$ cat config.mk
export PLATFORM = sky130hd
export DESIGN_NAME = iob_internal_osc
export DESIGN_NICKNAME = d
export VERILOG_FILES = /design/src/logic/iob_pkg.sv /design/src/logic/iob_internal_osc.sv
export SDC_FILE = /design/constraint.sdc
export NUM_CORES = 1
export LEC_CHECK = 0
export BUFFER_PORTS_ARGS = -buffer_cell sky130_fd_sc_hd__buf_2
export CORE_MARGIN = 2
export CORE_UTILIZATION = 40
export CTS_CLUSTER_SIZE = 14
export DETAILED_ROUTE_END_ITERATION = 6
export GPL_TIMING_DRIVEN = 0
export PLACE_DENSITY = 0.55
export REMOVE_ABC_BUFFERS = 1
export SYNTH_ARGS = -nofsm -noshare
export SYNTH_HDL_FRONTEND = slang
export SYNTH_SLANG_ARGS = --single-unit
$ cat constraint.sdc
create_clock -name sys_clk -period 6.39 [get_ports sys_clk]
set_input_delay 0.9585 -clock sys_clk [delete_from_list [all_inputs] [get_ports sys_clk]]
set_output_delay 0.9585 -clock sys_clk [all_outputs]
set_load 0.005 [all_outputs]
$ cat src/logic/iob_pkg.sv
// Constants, field positions and types of the internal oscillator block.
package iob_pkg;
   localparam int     SYS_CLK_HZ    = 125_000_000;
   localparam int     CLK_PERIOD_PS = 8000;
   localparam int     MF_FREQ_HZ    = 500_000;
   localparam int     LF_FREQ_HZ    = 31_000;
   localparam int     HF_MULT_LOG2  = 5;
   localparam longint PHASE_ONE     = 64'h0000_0001_0000_0000;
   localparam logic [31:0] MF_INC = 32'(longint'(MF_FREQ_HZ) * PHASE_ONE / SYS_CLK_HZ);
   localparam logic [31:0] LF_INC = 32'(longint'(LF_FREQ_HZ) * PHASE_ONE / SYS_CLK_HZ);
   localparam int     TRIM_STEP_LOG2 = 6;
   localparam logic [31:0] MF_STEP = MF_INC >> TRIM_STEP_LOG2;
   localparam int     PHASE_W   = 41;
   localparam int     PHASE_MSB = 31;
   // Times in their own units, then cycle counts rounded up.
   localparam int OSC_START_NS  = 2000;
   localparam int LF_START_NS   = 2000;
   localparam int PLL_START_US  = 2000;
   localparam int HF_LOCK_NS    = 1000;
   localparam int HF_STABLE_NS  = 4000;
   localparam int TRIM_STEP_NS  = 1000;
   localparam int OSC_START_CYC = (OSC_START_NS * 1000 + CLK_PERIOD_PS - 1) / CLK_PERIOD_PS;
   localparam int LF_START_CYC  = (LF_START_NS * 1000 + CLK_PERIOD_PS - 1) / CLK_PERIOD_PS;
   localparam int PLL_START_CYC = (PLL_START_US * 1000000 + CLK_PERIOD_PS - 1) / CLK_PERIOD_PS;
   localparam int HF_LOCK_CYC   = (HF_LOCK_NS * 1000 + CLK_PERIOD_PS - 1) / CLK_PERIOD_PS;
   localparam int HF_STABLE_CYC = (HF_STABLE_NS * 1000 + CLK_PERIOD_PS - 1) / CLK_PERIOD_PS;
   localparam int TRIM_STEP_CYC = (TRIM_STEP_NS * 1000 + CLK_PERIOD_PS - 1) / CLK_PERIOD_PS;
   localparam int CNT_W         = 18;
   localparam int SYNC_EDGES    = 2;
   // Register byte offsets.
   localparam logic [7:0] REG_CTRL  = 8'h00;
   localparam logic [7:0] REG_TRIM  = 8'h04;
   localparam logic [7:0] REG_STATE = 8'h08;
   localparam logic [7:0] REG_CFG   = 8'h0c;
   // Control register fields and reset values, and the trim register reset value.
   localparam int CTRL_SRC_LSB  = 0;
   localparam int CTRL_FREQ_LSB = 3;
   localparam int CTRL_MULT     = 7;
   localparam logic [1:0] SRC_RST    = 2'h0;
   localparam logic [1:0] SRC_CFG    = 2'h0;
   localparam logic [1:0] SRC_TIMER  = 2'h1;
   localparam logic [3:0] FREQ_RST   = 4'h7;
   localparam logic [3:0] FREQ_LF    = 4'h0;
   localparam logic [3:0] FREQ_8M    = 4'he;
   localparam logic [4:0] TRIM_RST   = 5'h00;
   // Configuration word fields and reset values.
   localparam int CFG_OSC_LSB  = 0;
   localparam int CFG_MULT     = 3;
   localparam int CFG_CLKOUT_N = 4;
   localparam logic [2:0] CFG_OSC_RST  = 3'h4;
   localparam logic [2:0] CFG_INTERNAL = 3'h4;
   // Status register bit positions.
   localparam int STAT_LF     = 0;
   localparam int STAT_MF     = 1;
   localparam int STAT_HF     = 2;
   localparam int STAT_LOCK   = 3;
   localparam int STAT_STABLE = 4;
   localparam int STAT_MULT   = 5;
   localparam int STAT_BUSY   = 6;
   localparam int STAT_SRC    = 8;
   typedef enum logic [2:0] {
      SRC_LF = 3'b000, SRC_MF = 3'b001, SRC_HF = 3'b010,
      SRC_ML = 3'b011, SRC_EXT = 3'b100, SRC_TMR = 3'b101
   } iob_clk_e;
   typedef enum logic [2:0] {
      ST_IDLE = 3'b000, ST_START = 3'b001, ST_SYNC = 3'b010,
      ST_FALL = 3'b011, ST_HOLD = 3'b100
   } iob_state_e;
endpackage : iob_pkg

$ cat src/logic/iob_internal_osc.sv
// Internal oscillator block: oscillator models, glitch-free selector and registers.
`timescale 1ns/1ps
module iob_internal_osc #(
   parameter int PLL_START_CYC = iob_pkg::PLL_START_CYC
) (
   // Clock and reset.
   input  wire logic        sys_clk,
   input  wire logic        rstn,
   // Wishbone slave.
   input  wire logic        wbCyc,
   input  wire logic        wbStb,
   input  wire logic        wbWe,
   input  wire logic [7:0]  wbAdr,
   input  wire logic [3:0]  wbSel,
   input  wire logic [31:0] wbDatW,
   output logic      [31:0] wbDatR,
   output logic             wbAck,
   // Timer crystal clock and low clock demand from timers.
   input  wire logic        tmrClkIn,
   input  wire logic        lfNeeded,
   // Clock outputs.
   output logic             sysClk,
   output logic             lfClk,
   // Primary oscillator pin.
   input  wire logic        primaryPinIn,
   output logic             primaryPinOut,
   output logic             primaryPinOe,
   // Secondary oscillator pin.
   input  wire logic        secondaryPinIn,
   output logic             secondaryPinOut,
   output logic             secondaryPinOe,
   // Port logic side of both pins.
   input  wire logic        gpioPriOut,
   input  wire logic        gpioPriOe,
   input  wire logic        gpioSecOut,
   input  wire logic        gpioSecOe,
   output logic             gpioPriIn,
   output logic             gpioSecIn
);
   localparam int W   = iob_pkg::PHASE_W;
   localparam int LFI = 0;
   localparam int MFI = 1;
   localparam int HFI = 2;
   localparam int MLI = 3;

   logic [1:0]            srcSel;
   logic [3:0]            freqSel;
   logic                  softMult;
   logic [4:0]            trimReg;
   logic [2:0]            oscCfg;
   logic                  cfgMult;
   logic                  clkOutEnN;
   logic signed [4:0]     trimEff;
   logic [7:0]            driftCnt;
   logic [W-1:0]          acc [4];
   logic [31:0]           inc [4];
   logic [3:0]            oscOn;
   logic [3:0]            need;
   logic [3:0]            rdy;
   logic [iob_pkg::CNT_W-1:0] oscCnt [4];
   logic [iob_pkg::CNT_W-1:0] lim [4];
   logic [9:0]            hfSettle;
   logic                  hfLock;
   logic                  hfStable;
   logic [10:0]           statusReg;
   logic                  multOn;
   logic                  internalMode;
   logic signed [33:0]    mfIncS;
   iob_pkg::iob_state_e   state;
   iob_pkg::iob_clk_e     curSrc;
   iob_pkg::iob_clk_e     tgtSrc;
   iob_pkg::iob_clk_e     wantSrc;
   logic [3:0]            curShift;
   logic [3:0]            tgtShift;
   logic [3:0]            wantShift;
   logic                  syncCnt;
   logic                  prevCur;
   logic                  prevTgt;
   logic                  curLvl;
   logic                  tgtLvl;
   logic                  tgtRise;
   logic                  curFall;
   logic                  next_sysClk;
   logic                  regAcc;
   logic                  regWr;
   logic [6:0]            wantDec;

   // Frequency code to source and postscaler shift.
   function automatic logic [6:0] freqDecode(input logic [3:0] code, input logic mult);
      logic [6:0] r;
      r = {iob_pkg::SRC_MF, 4'h0};
      case (code)
         4'h0: r = {iob_pkg::SRC_LF, 4'h0};
         4'h1: r = {iob_pkg::SRC_MF, 4'h4};
         4'h2: r = {iob_pkg::SRC_MF, 4'h3};
         4'h3: r = {iob_pkg::SRC_MF, 4'h2};
         4'h4: r = {iob_pkg::SRC_MF, 4'h1};
         4'h5: r = {iob_pkg::SRC_HF, 4'h8};
         4'h6: r = {iob_pkg::SRC_HF, 4'h7};
         4'h7: r = {iob_pkg::SRC_MF, 4'h0};
         4'h8: r = {iob_pkg::SRC_HF, 4'h9};
         4'h9: r = {iob_pkg::SRC_HF, 4'h6};
         4'ha: r = {iob_pkg::SRC_HF, 4'h5};
         4'hb: r = {iob_pkg::SRC_HF, 4'h4};
         4'hc: r = {iob_pkg::SRC_HF, 4'h3};
         4'hd: r = {iob_pkg::SRC_HF, 4'h2};
         4'he: r = mult ? {iob_pkg::SRC_ML, 4'h0} : {iob_pkg::SRC_HF, 4'h1};
         4'hf: r = {iob_pkg::SRC_HF, 4'h0};
         default: r = {iob_pkg::SRC_MF, 4'h0};
      endcase
      return r;
   endfunction : freqDecode

   // Level of a selected clock; external sources arrive on pins.
   function automatic logic clkLevel(input iob_pkg::iob_clk_e s, input logic [3:0] sh);
      logic r;
      r = 1'b0;
      case (s)
         iob_pkg::SRC_EXT: r = primaryPinIn;
         iob_pkg::SRC_TMR: r = tmrClkIn;
         default:          r = acc[s[1:0]][iob_pkg::PHASE_MSB + int'(sh)];
      endcase
      return r;
   endfunction : clkLevel

   // Whether the switch logic currently depends on an internal source.
   function automatic logic uses(input iob_pkg::iob_clk_e s);
      return (curSrc == s) || (state != iob_pkg::ST_IDLE && tgtSrc == s);
   endfunction : uses

   function automatic logic srcReady(input iob_pkg::iob_clk_e s);
      return (s == iob_pkg::SRC_EXT || s == iob_pkg::SRC_TMR) ? 1'b1 : rdy[s[1:0]];
   endfunction : srcReady

   assign multOn = cfgMult | softMult;
   assign internalMode = srcSel[1] ||
                         (srcSel == iob_pkg::SRC_CFG && oscCfg == iob_pkg::CFG_INTERNAL);

   // The decoded word is split here so the enum only ever takes a cast value.
   always_comb begin
      wantDec = {iob_pkg::SRC_EXT, 4'h0};
      if (internalMode) begin
         wantDec = freqDecode(freqSel, multOn);
      end else if (srcSel == iob_pkg::SRC_TIMER) begin
         wantDec = {iob_pkg::SRC_TMR, 4'h0};
      end
      wantSrc   = iob_pkg::iob_clk_e'(wantDec[6:4]);
      wantShift = wantDec[3:0];
   end

   // The multiplier hangs off the high source, which hangs off the medium one.
   always_comb begin
      need[MLI] = uses(iob_pkg::SRC_ML) || cfgMult;
      need[HFI] = uses(iob_pkg::SRC_HF) || need[MLI];
      need[MFI] = uses(iob_pkg::SRC_MF) || need[HFI];
      need[LFI] = uses(iob_pkg::SRC_LF) || lfNeeded;
   end

   assign mfIncS = $signed({2'b00, iob_pkg::MF_INC}) +
                   $signed(trimEff) * $signed({2'b00, iob_pkg::MF_STEP});
   assign inc[LFI] = iob_pkg::LF_INC;
   assign inc[MFI] = mfIncS[31:0];
   assign inc[HFI] = mfIncS[31:0] << iob_pkg::HF_MULT_LOG2;
   assign inc[MLI] = mfIncS[31:0] << (iob_pkg::HF_MULT_LOG2 + 1);
   assign lim[LFI] = iob_pkg::CNT_W'(iob_pkg::LF_START_CYC);
   assign lim[MFI] = iob_pkg::CNT_W'(iob_pkg::OSC_START_CYC);
   assign lim[HFI] = iob_pkg::CNT_W'(iob_pkg::OSC_START_CYC);
   assign lim[MLI] = iob_pkg::CNT_W'(PLL_START_CYC);

   always_comb begin
      for (int i = 0; i < 4; i++) begin
         rdy[i] = oscOn[i] && (oscCnt[i] == lim[i]);
      end
   end

   // Oscillator enables, start-up counters and phase accumulators.
   always_ff @(posedge sys_clk) begin
      for (int i = 0; i < 4; i++) begin
         if (!rstn) begin
            oscOn[i]  <= 1'b0;
            oscCnt[i] <= '0;
            acc[i]    <= '0;
         end else begin
            oscOn[i] <= need[i] && (i == LFI || i == MFI || rdy[(i > 0) ? i - 1 : 0]);
            if (!oscOn[i]) begin
               oscCnt[i] <= '0;
            end else if (oscCnt[i] != lim[i]) begin
               oscCnt[i] <= oscCnt[i] + 1'b1;
            end
            if (oscOn[i]) begin
               acc[i] <= acc[i] + {{(W-32){1'b0}}, inc[i]};
            end
         end
      end
   end

   // Settling after the high source is ready gives the locked and stable flags.
   always_ff @(posedge sys_clk) begin
      if (!rstn || !rdy[HFI]) begin
         hfSettle <= '0;
      end else if (hfSettle != 10'(iob_pkg::HF_STABLE_CYC)) begin
         hfSettle <= hfSettle + 1'b1;
      end
   end
   assign hfLock   = rdy[HFI] && hfSettle >= 10'(iob_pkg::HF_LOCK_CYC);
   assign hfStable = rdy[HFI] && hfSettle == 10'(iob_pkg::HF_STABLE_CYC);

   always_ff @(posedge sys_clk) begin
      if (!rstn) begin
         statusReg <= '0;
      end else begin
         statusReg[iob_pkg::STAT_LF]     <= rdy[LFI];
         statusReg[iob_pkg::STAT_MF]     <= rdy[MFI];
         statusReg[iob_pkg::STAT_HF]     <= rdy[HFI];
         statusReg[iob_pkg::STAT_LOCK]   <= hfLock;
         statusReg[iob_pkg::STAT_STABLE] <= hfStable;
         statusReg[iob_pkg::STAT_MULT]   <= rdy[MLI];
         statusReg[iob_pkg::STAT_BUSY]   <= state != iob_pkg::ST_IDLE;
         statusReg[7]                    <= 1'b0;
         statusReg[iob_pkg::STAT_SRC +: 3] <= curSrc;
      end
   end

   // The applied trim walks one step at a time toward the written value.
   always_ff @(posedge sys_clk) begin
      if (!rstn) begin
         trimEff  <= '0;
         driftCnt <= '0;
      end else begin
         driftCnt <= (driftCnt == 8'(iob_pkg::TRIM_STEP_CYC - 1)) ? 8'h00 : driftCnt + 1'b1;
         if (driftCnt == 8'h00 && trimEff != $signed(trimReg)) begin
            trimEff <= (trimEff < $signed(trimReg)) ? trimEff + 5'sd1 : trimEff - 5'sd1;
         end
      end
   end

   // The level function reads the accumulators and pins directly, so it must sit in a
   // process that follows those reads; a continuous assignment would only see its arguments.
   always_comb begin
      curLvl = clkLevel(curSrc, curShift);
      tgtLvl = clkLevel(tgtSrc, tgtShift);
   end
   assign tgtRise = tgtLvl && !prevTgt;
   assign curFall = !curLvl && prevCur;

   // Switch sequence; a source that stops mid-switch leaves it waiting.
   always_ff @(posedge sys_clk) begin
      if (!rstn) begin
         state    <= iob_pkg::ST_IDLE;
         curSrc   <= iob_pkg::SRC_EXT;
         curShift <= 4'h0;
         tgtSrc   <= iob_pkg::SRC_EXT;
         tgtShift <= 4'h0;
         syncCnt  <= 1'b0;
      end else begin
         case (state)
            iob_pkg::ST_IDLE: begin
               if (wantSrc != curSrc || wantShift != curShift) begin
                  tgtSrc   <= wantSrc;
                  tgtShift <= wantShift;
                  syncCnt  <= 1'b0;
                  if (wantSrc == curSrc || wantSrc == iob_pkg::SRC_EXT ||
                      wantSrc == iob_pkg::SRC_TMR) begin
                     state <= iob_pkg::ST_FALL;
                  end else if (srcReady(wantSrc)) begin
                     state <= iob_pkg::ST_SYNC;
                  end else begin
                     state <= iob_pkg::ST_START;
                  end
               end
            end
            iob_pkg::ST_START: begin
               if (srcReady(tgtSrc)) begin
                  state <= iob_pkg::ST_SYNC;
               end
            end
            iob_pkg::ST_SYNC: begin
               if (tgtRise) begin
                  syncCnt <= 1'b1;
                  if (syncCnt) begin
                     state <= iob_pkg::ST_FALL;
                  end
               end
            end
            iob_pkg::ST_FALL: begin
               if (curFall) begin
                  state <= iob_pkg::ST_HOLD;
               end
            end
            iob_pkg::ST_HOLD: begin
               if (tgtRise) begin
                  curSrc   <= tgtSrc;
                  curShift <= tgtShift;
                  state    <= iob_pkg::ST_IDLE;
               end
            end
            default: state <= iob_pkg::ST_IDLE;
         endcase
      end
   end

   always_comb begin
      if (state == iob_pkg::ST_HOLD) begin
         next_sysClk = tgtRise;
      end else begin
         next_sysClk = curLvl;
      end
   end

   always_ff @(posedge sys_clk) begin
      if (!rstn) begin
         prevCur <= 1'b0;
         prevTgt <= 1'b0;
         sysClk  <= 1'b0;
         lfClk   <= 1'b0;
      end else begin
         prevCur <= curLvl;
         prevTgt <= tgtLvl;
         sysClk  <= next_sysClk;
         lfClk   <= rdy[LFI] && acc[LFI][iob_pkg::PHASE_MSB];
      end
   end

   // Pins.
   always_ff @(posedge sys_clk) begin
      if (!rstn) begin
         primaryPinOut   <= 1'b0;
         primaryPinOe    <= 1'b0;
         secondaryPinOut <= 1'b0;
         secondaryPinOe  <= 1'b0;
         gpioPriIn       <= 1'b0;
         gpioSecIn       <= 1'b0;
      end else begin
         primaryPinOut   <= gpioPriOut;
         primaryPinOe    <= internalMode && gpioPriOe;
         secondaryPinOut <= clkOutEnN ? gpioSecOut : next_sysClk;
         secondaryPinOe  <= clkOutEnN ? gpioSecOe : 1'b1;
         gpioPriIn       <= primaryPinIn;
         gpioSecIn       <= secondaryPinIn;
      end
   end

   // Wishbone slave: one wait state, unmapped reads return zero.
   assign regAcc = wbCyc && wbStb && !wbAck;
   assign regWr  = regAcc && wbWe && wbSel[0];

   always_ff @(posedge sys_clk) begin
      if (!rstn) begin
         srcSel    <= iob_pkg::SRC_RST;
         freqSel   <= iob_pkg::FREQ_RST;
         softMult  <= 1'b0;
         trimReg   <= iob_pkg::TRIM_RST;
         oscCfg    <= iob_pkg::CFG_OSC_RST;
         cfgMult   <= 1'b0;
         clkOutEnN <= 1'b1;
      end else if (regWr) begin
         case ({wbAdr[7:2], 2'b00})
            iob_pkg::REG_CTRL: begin
               srcSel   <= wbDatW[iob_pkg::CTRL_SRC_LSB +: 2];
               freqSel  <= wbDatW[iob_pkg::CTRL_FREQ_LSB +: 4];
               softMult <= wbDatW[iob_pkg::CTRL_MULT];
            end
            iob_pkg::REG_TRIM: trimReg <= wbDatW[4:0];
            iob_pkg::REG_CFG: begin
               oscCfg    <= wbDatW[iob_pkg::CFG_OSC_LSB +: 3];
               cfgMult   <= wbDatW[iob_pkg::CFG_MULT];
               clkOutEnN <= wbDatW[iob_pkg::CFG_CLKOUT_N];
            end
            default: ;
         endcase
      end
   end

   always_ff @(posedge sys_clk) begin
      if (!rstn) begin
         wbAck  <= 1'b0;
         wbDatR <= '0;
      end else begin
         wbAck  <= regAcc;
         wbDatR <= '0;
         if (regAcc && !wbWe) begin
            case ({wbAdr[7:2], 2'b00})
               iob_pkg::REG_CTRL:  wbDatR <= {24'h000000, softMult, freqSel, 1'b0, srcSel};
               iob_pkg::REG_TRIM:  wbDatR <= {27'h0000000, trimReg};
               iob_pkg::REG_STATE: wbDatR <= {21'h000000, statusReg};
               iob_pkg::REG_CFG:   wbDatR <= {27'h0000000, clkOutEnN, cfgMult, oscCfg};
               default:            wbDatR <= '0;
            endcase
         end
      end
   end

   localparam int LF_START = iob_pkg::LF_START_CYC;

   a_reset_fields: assert property (@(posedge sys_clk) !rstn |=>
      freqSel == iob_pkg::FREQ_RST && srcSel == iob_pkg::SRC_RST && trimReg == 5'h00)
      else $error("reset values of select fields wrong");
   a_hold_low: assert property (@(posedge sys_clk) disable iff (!rstn)
      state == iob_pkg::ST_HOLD && !tgtRise |=> !sysClk)
      else $error("system clock not held low in hold");
   a_hf_from_mf: assert property (@(posedge sys_clk) disable iff (!rstn)
      rdy[HFI] |-> rdy[MFI] && oscOn[MFI])
      else $error("high source runs without medium oscillator");
   a_lock_order: assert property (@(posedge sys_clk) disable iff (!rstn)
      statusReg[iob_pkg::STAT_STABLE] |-> statusReg[iob_pkg::STAT_LOCK] &&
      statusReg[iob_pkg::STAT_HF])
      else $error("stable flag without locked and ready");
   a_lf_start: assert property (@(posedge sys_clk) disable iff (!rstn)
      $rose(rdy[LFI]) |-> $past(oscCnt[LFI]) == 18'(LF_START - 1))
      else $error("low oscillator ready before start-up");
   a_same_src: assert property (@(posedge sys_clk) disable iff (!rstn)
      state == iob_pkg::ST_IDLE && wantSrc == curSrc && wantShift != curShift
      |=> state == iob_pkg::ST_FALL)
      else $error("same source switch took a start-up");
   a_pin_gpio: assert property (@(posedge sys_clk) disable iff (!rstn)
      internalMode |=> primaryPinOe == $past(gpioPriOe))
      else $error("primary pin not port logic in internal mode");
   a_trim_drift: assert property (@(posedge sys_clk) disable iff (!rstn)
      trimEff != $past(trimEff) |-> trimEff - $past(trimEff) == 5'sd1 ||
      $past(trimEff) - trimEff == 5'sd1)
      else $error("trim jumped more than one step");
   a_mult_forced: assert property (@(posedge sys_clk) disable iff (!rstn)
      cfgMult && !softMult |-> need[MLI] && multOn)
      else $error("configured multiplier not active");
   a_lf_select: assert property (@(posedge sys_clk) disable iff (!rstn)
      srcSel[1] && freqSel == iob_pkg::FREQ_LF |-> wantSrc == iob_pkg::SRC_LF)
      else $error("code zero does not pick low oscillator");
   c_to_hf: cover property (@(posedge sys_clk) disable iff (!rstn)
      state == iob_pkg::ST_HOLD ##1 curSrc == iob_pkg::SRC_HF);
   c_to_lf: cover property (@(posedge sys_clk) disable iff (!rstn)
      state == iob_pkg::ST_HOLD ##1 curSrc == iob_pkg::SRC_LF);
   c_stable: cover property (@(posedge sys_clk) disable iff (!rstn) $rose(hfStable));
endmodule : iob_internal_osc

==> flow_metrics.tcl <==
set metrics [dict create \
    hold-worst-slack_ps 452.5 \
    min_period_over_period_pct 95.07 \
    critPathSlowestCell "fa_2" \
    slowest_delay_ps 460 \
    drv_cap 0 \
    die_h_microns 236.5 \
    status "completed" \
    async_reset_ff_share_pct 0 \
    synth.area.top_cells "edfxtp_1 31%, ha_1 10%, dfxtp_1 9.1%" \
    io_buffers 47 \
    yosysTopAreaCell "edfxtp_1" \
    vias 16360 \
    cts_buffers 40 \
    design_area_sq_um 24270 \
    rsz0062_at_grt "true" \
    ys_types 94 \
    cp.required_ps 6670 \
    critical_path.cell_chain "ha_1 > inv_1 > ha_1 > a21o_1 > fa_2 > fa_2 > a21oi_2 > o21bai_2 > a2111oi_4 > o211ai_1 > a31oi_2 > nor2b_1 > o21a_2 > a31oi_4 > xor2_2 > buf_4 > ha_1 > a21oi_2 > nand2_1 > a2111o_1 > a41oi_4 > nor3b_1 > xnor2_1 > nor2_1" \
    grt_util_met3_pct 2.810 \
    ys.warnings.count 0 \
    overflow 0 \
    core_sq_um 53600 \
    tritoncts "yes" \
    worstSetupPathType "reg -> reg" \
    hold_viol 0 \
    fillers 5135 \
    crit_family "compound AO/OA/AOI/OAI gates" \
    multi_input_area_sq_um 12540 \
    drt-initial-drc-count 857 \
    cts_sinks 323 \
    synth_seq_cells 323 \
    synthTopCellsByCount "315 x nor2_1, 225 x edfxtp_1, 174 x ha_1" \
    gp_congestion 0.8991 \
    cts_hold_buf 0 \
    clk_latency_ps 560 \
    rows 85 \
    maxSlewHeadroom_pct 13.76 \
    drt_pass1_iterations 5 \
    path_max_fanout 11 \
    setup_violations 0 \
    track_usage_pct 18.31 \
    boundaryPins 98 \
    grt_pass1_vias 15890 \
    arrival_ps 6350 \
    nets 2508 \
    synth_most_common_cell "nor2_1" \
    antenna_left 0 \
    top_usage_layer "met2" \
    root_buffer "clkbuf_16" \
    die-area_sq_um 55930 \
    drc 0 \
    endpoint_kind "flop" \
    use_met2_pct 30.37 \
    n_antenna_cell 0 \
    seqCellArea_sq_um 8735 \
    final_cells 2993 \
    setup_ws_ps 315.0 \
    syn_avg_cell_area_sq_um 9.762 \
    cellPowerDensity_nw_per_um2 571.3 \
    p_leak_nw 9.428 \
    clockBufferDepth 3 \
    placedCellCount 2898 \
    synth-seq-area-share_pct 40.32 \
    hpwlAfterDp_mm 37.51 \
    yosysTopAreaCellShare_pct 31.25 \
    layout-drive-gt1-share_pct 10.67 \
    utilization_pct 45.28 \
    skew_ps 17.88 \
    vdd_drop_max_v 0.0003420 \
    syn_to_final_growth_pct 12.26 \
    met1_usage_pct 24.63 \
    slew_viol_final 0 \
    synthFlopType "edfxtp_1" \
    routedWlPerCell_microns 17.28 \
    period_minus_slack_ps 6075 \
    path_buf_inv 2 \
    placed_cell_area_sq_um 22440 \
    max_freq_ghz 0.1646 \
    worstMarginPinSlew_ps 1292 \
    grt_pass1_wl_mm 83.61 \
    initial_core_util_pct 40.34 \
    die_x_microns 236.5 \
    wl_mm 51.71 \
    vias_per_cell 5.464 \
    synthCells 2215 \
    htreeDepth 2 \
    synth_edf_count 225 \
    cp-start-kind "flop" \
    grt_max_degree 48 \
    synth_area_sq_um 21620 \
    hold_path_class "reg -> reg" \
    antenna_found_initial 1 \
    path_clk_slew_ps 60 \
    crit_path_frequent_cell "ha_1" \
    pre_cts_ws_ps -1869 \
]
[logic make-up (layout without fill, tap and decap cells)]
group	after synthesis	after routing	share of synthesized area, %
DFF	323	323	40.32
xor gates and xnor gates	219	219	8.871
other	1	21	0.01734
muxes	71	71	5.046
AOI/OAI and AO/OA	398	398	12.07
buffers and inverters	166	228	3.628
adders and majority gates	185	185	11.09
and+or+nand+nor	852	852	18.96
[power by group]
part / switching (W) / total (W) / leakage (nW) / internal, W
clock: 0.000933 / 0.00227 / 0.631 / 0.00134
sequential: 0.000158 / 0.00252 / 3.22 / 0.00236
combinational: 0.00528 / 0.00907 / 5.57 / 0.00379
[cells in the final DEF (no fill, tap or decap), types with 47 or more instances in the layout]
cell type,netlist,routed
buf_2,9,47
nor2_1,315,314
inv_1,82,80
o21ai_0,67,66
and3_1,47,47
xor2_1,127,123
dfxtp_1,98,93
a21oi_1,117,114
xnor2_1,92,85
ha_1,174,172
nor3_1,55,55
nand2_1,157,151
nand3_1,89,88
edfxtp_1,225,225
[path summary, 6_finish.rpt]
check                           from                        to  slack, ps  cells after the start
min reg2reg  statusReg[8]$_SDFF_PN0_      wbDatR[8]$_SDFF_PN0_        450                      1
max reg2reg  trimEff[1]$_SDFFE_PN0P_  acc[1][30]$_SDFFCE_PN0P_        320                     24
min          statusReg[8]$_SDFF_PN0_      wbDatR[8]$_SDFF_PN0_        450                      1
max          trimEff[1]$_SDFFE_PN0P_  acc[1][30]$_SDFFCE_PN0P_        320                     24
[state kept, by name (all words and copies together) (netlist names), 4 cells and up, named ones only]
name,count
acc,153
oscCnt,72
wbDatR,11
hfSettle,10
statusReg,10
driftCnt,8
trimEff,5
trimReg,5
curShift,4
freqSel,4
oscOn,4
tgtShift,4
[cell type report]
type / instances / area share (%)
well taps: 696 / 3.588
multi-input cells: 1746 / 51.68
repair buffers: 73 / 2.093
clock buffers: 60 / 4.768
flip-flops and latches: 323 / 35.99
clock inverters: 13 / 0.5825
inverters: 82 / 1.299
[stage by stage]
| stage | power [W] | setup TNS (ps) |
|---|---|---|
| 3_3_place_gp | 0.01095 | -61250 |
| 6_report | 0.01387 | 0 |
| 5_1_grt | 0.01502 | -29.74 |
| 2_1_floorplan | 0.009191 | 0 |
| 3_5_place_dp | 0.01105 | -62090 |
| 4_1_cts | 0.01361 | 0 |
[layer usage]
metal	up-vias	wire length (microns)
met1	7906	24140
li1	8102	-
met2	257	24120
met3	88	2222
met5	-	13
met4	2	1223
[timing repair]
action | CTS | global route
pin swaps | 4 | 10
buffers inserted | 7 | 15
endpoints found under the setup margin | 66 | 38
resized for setup | 35 | 28
No activity file was read; power rests on OpenSTA's default activity.
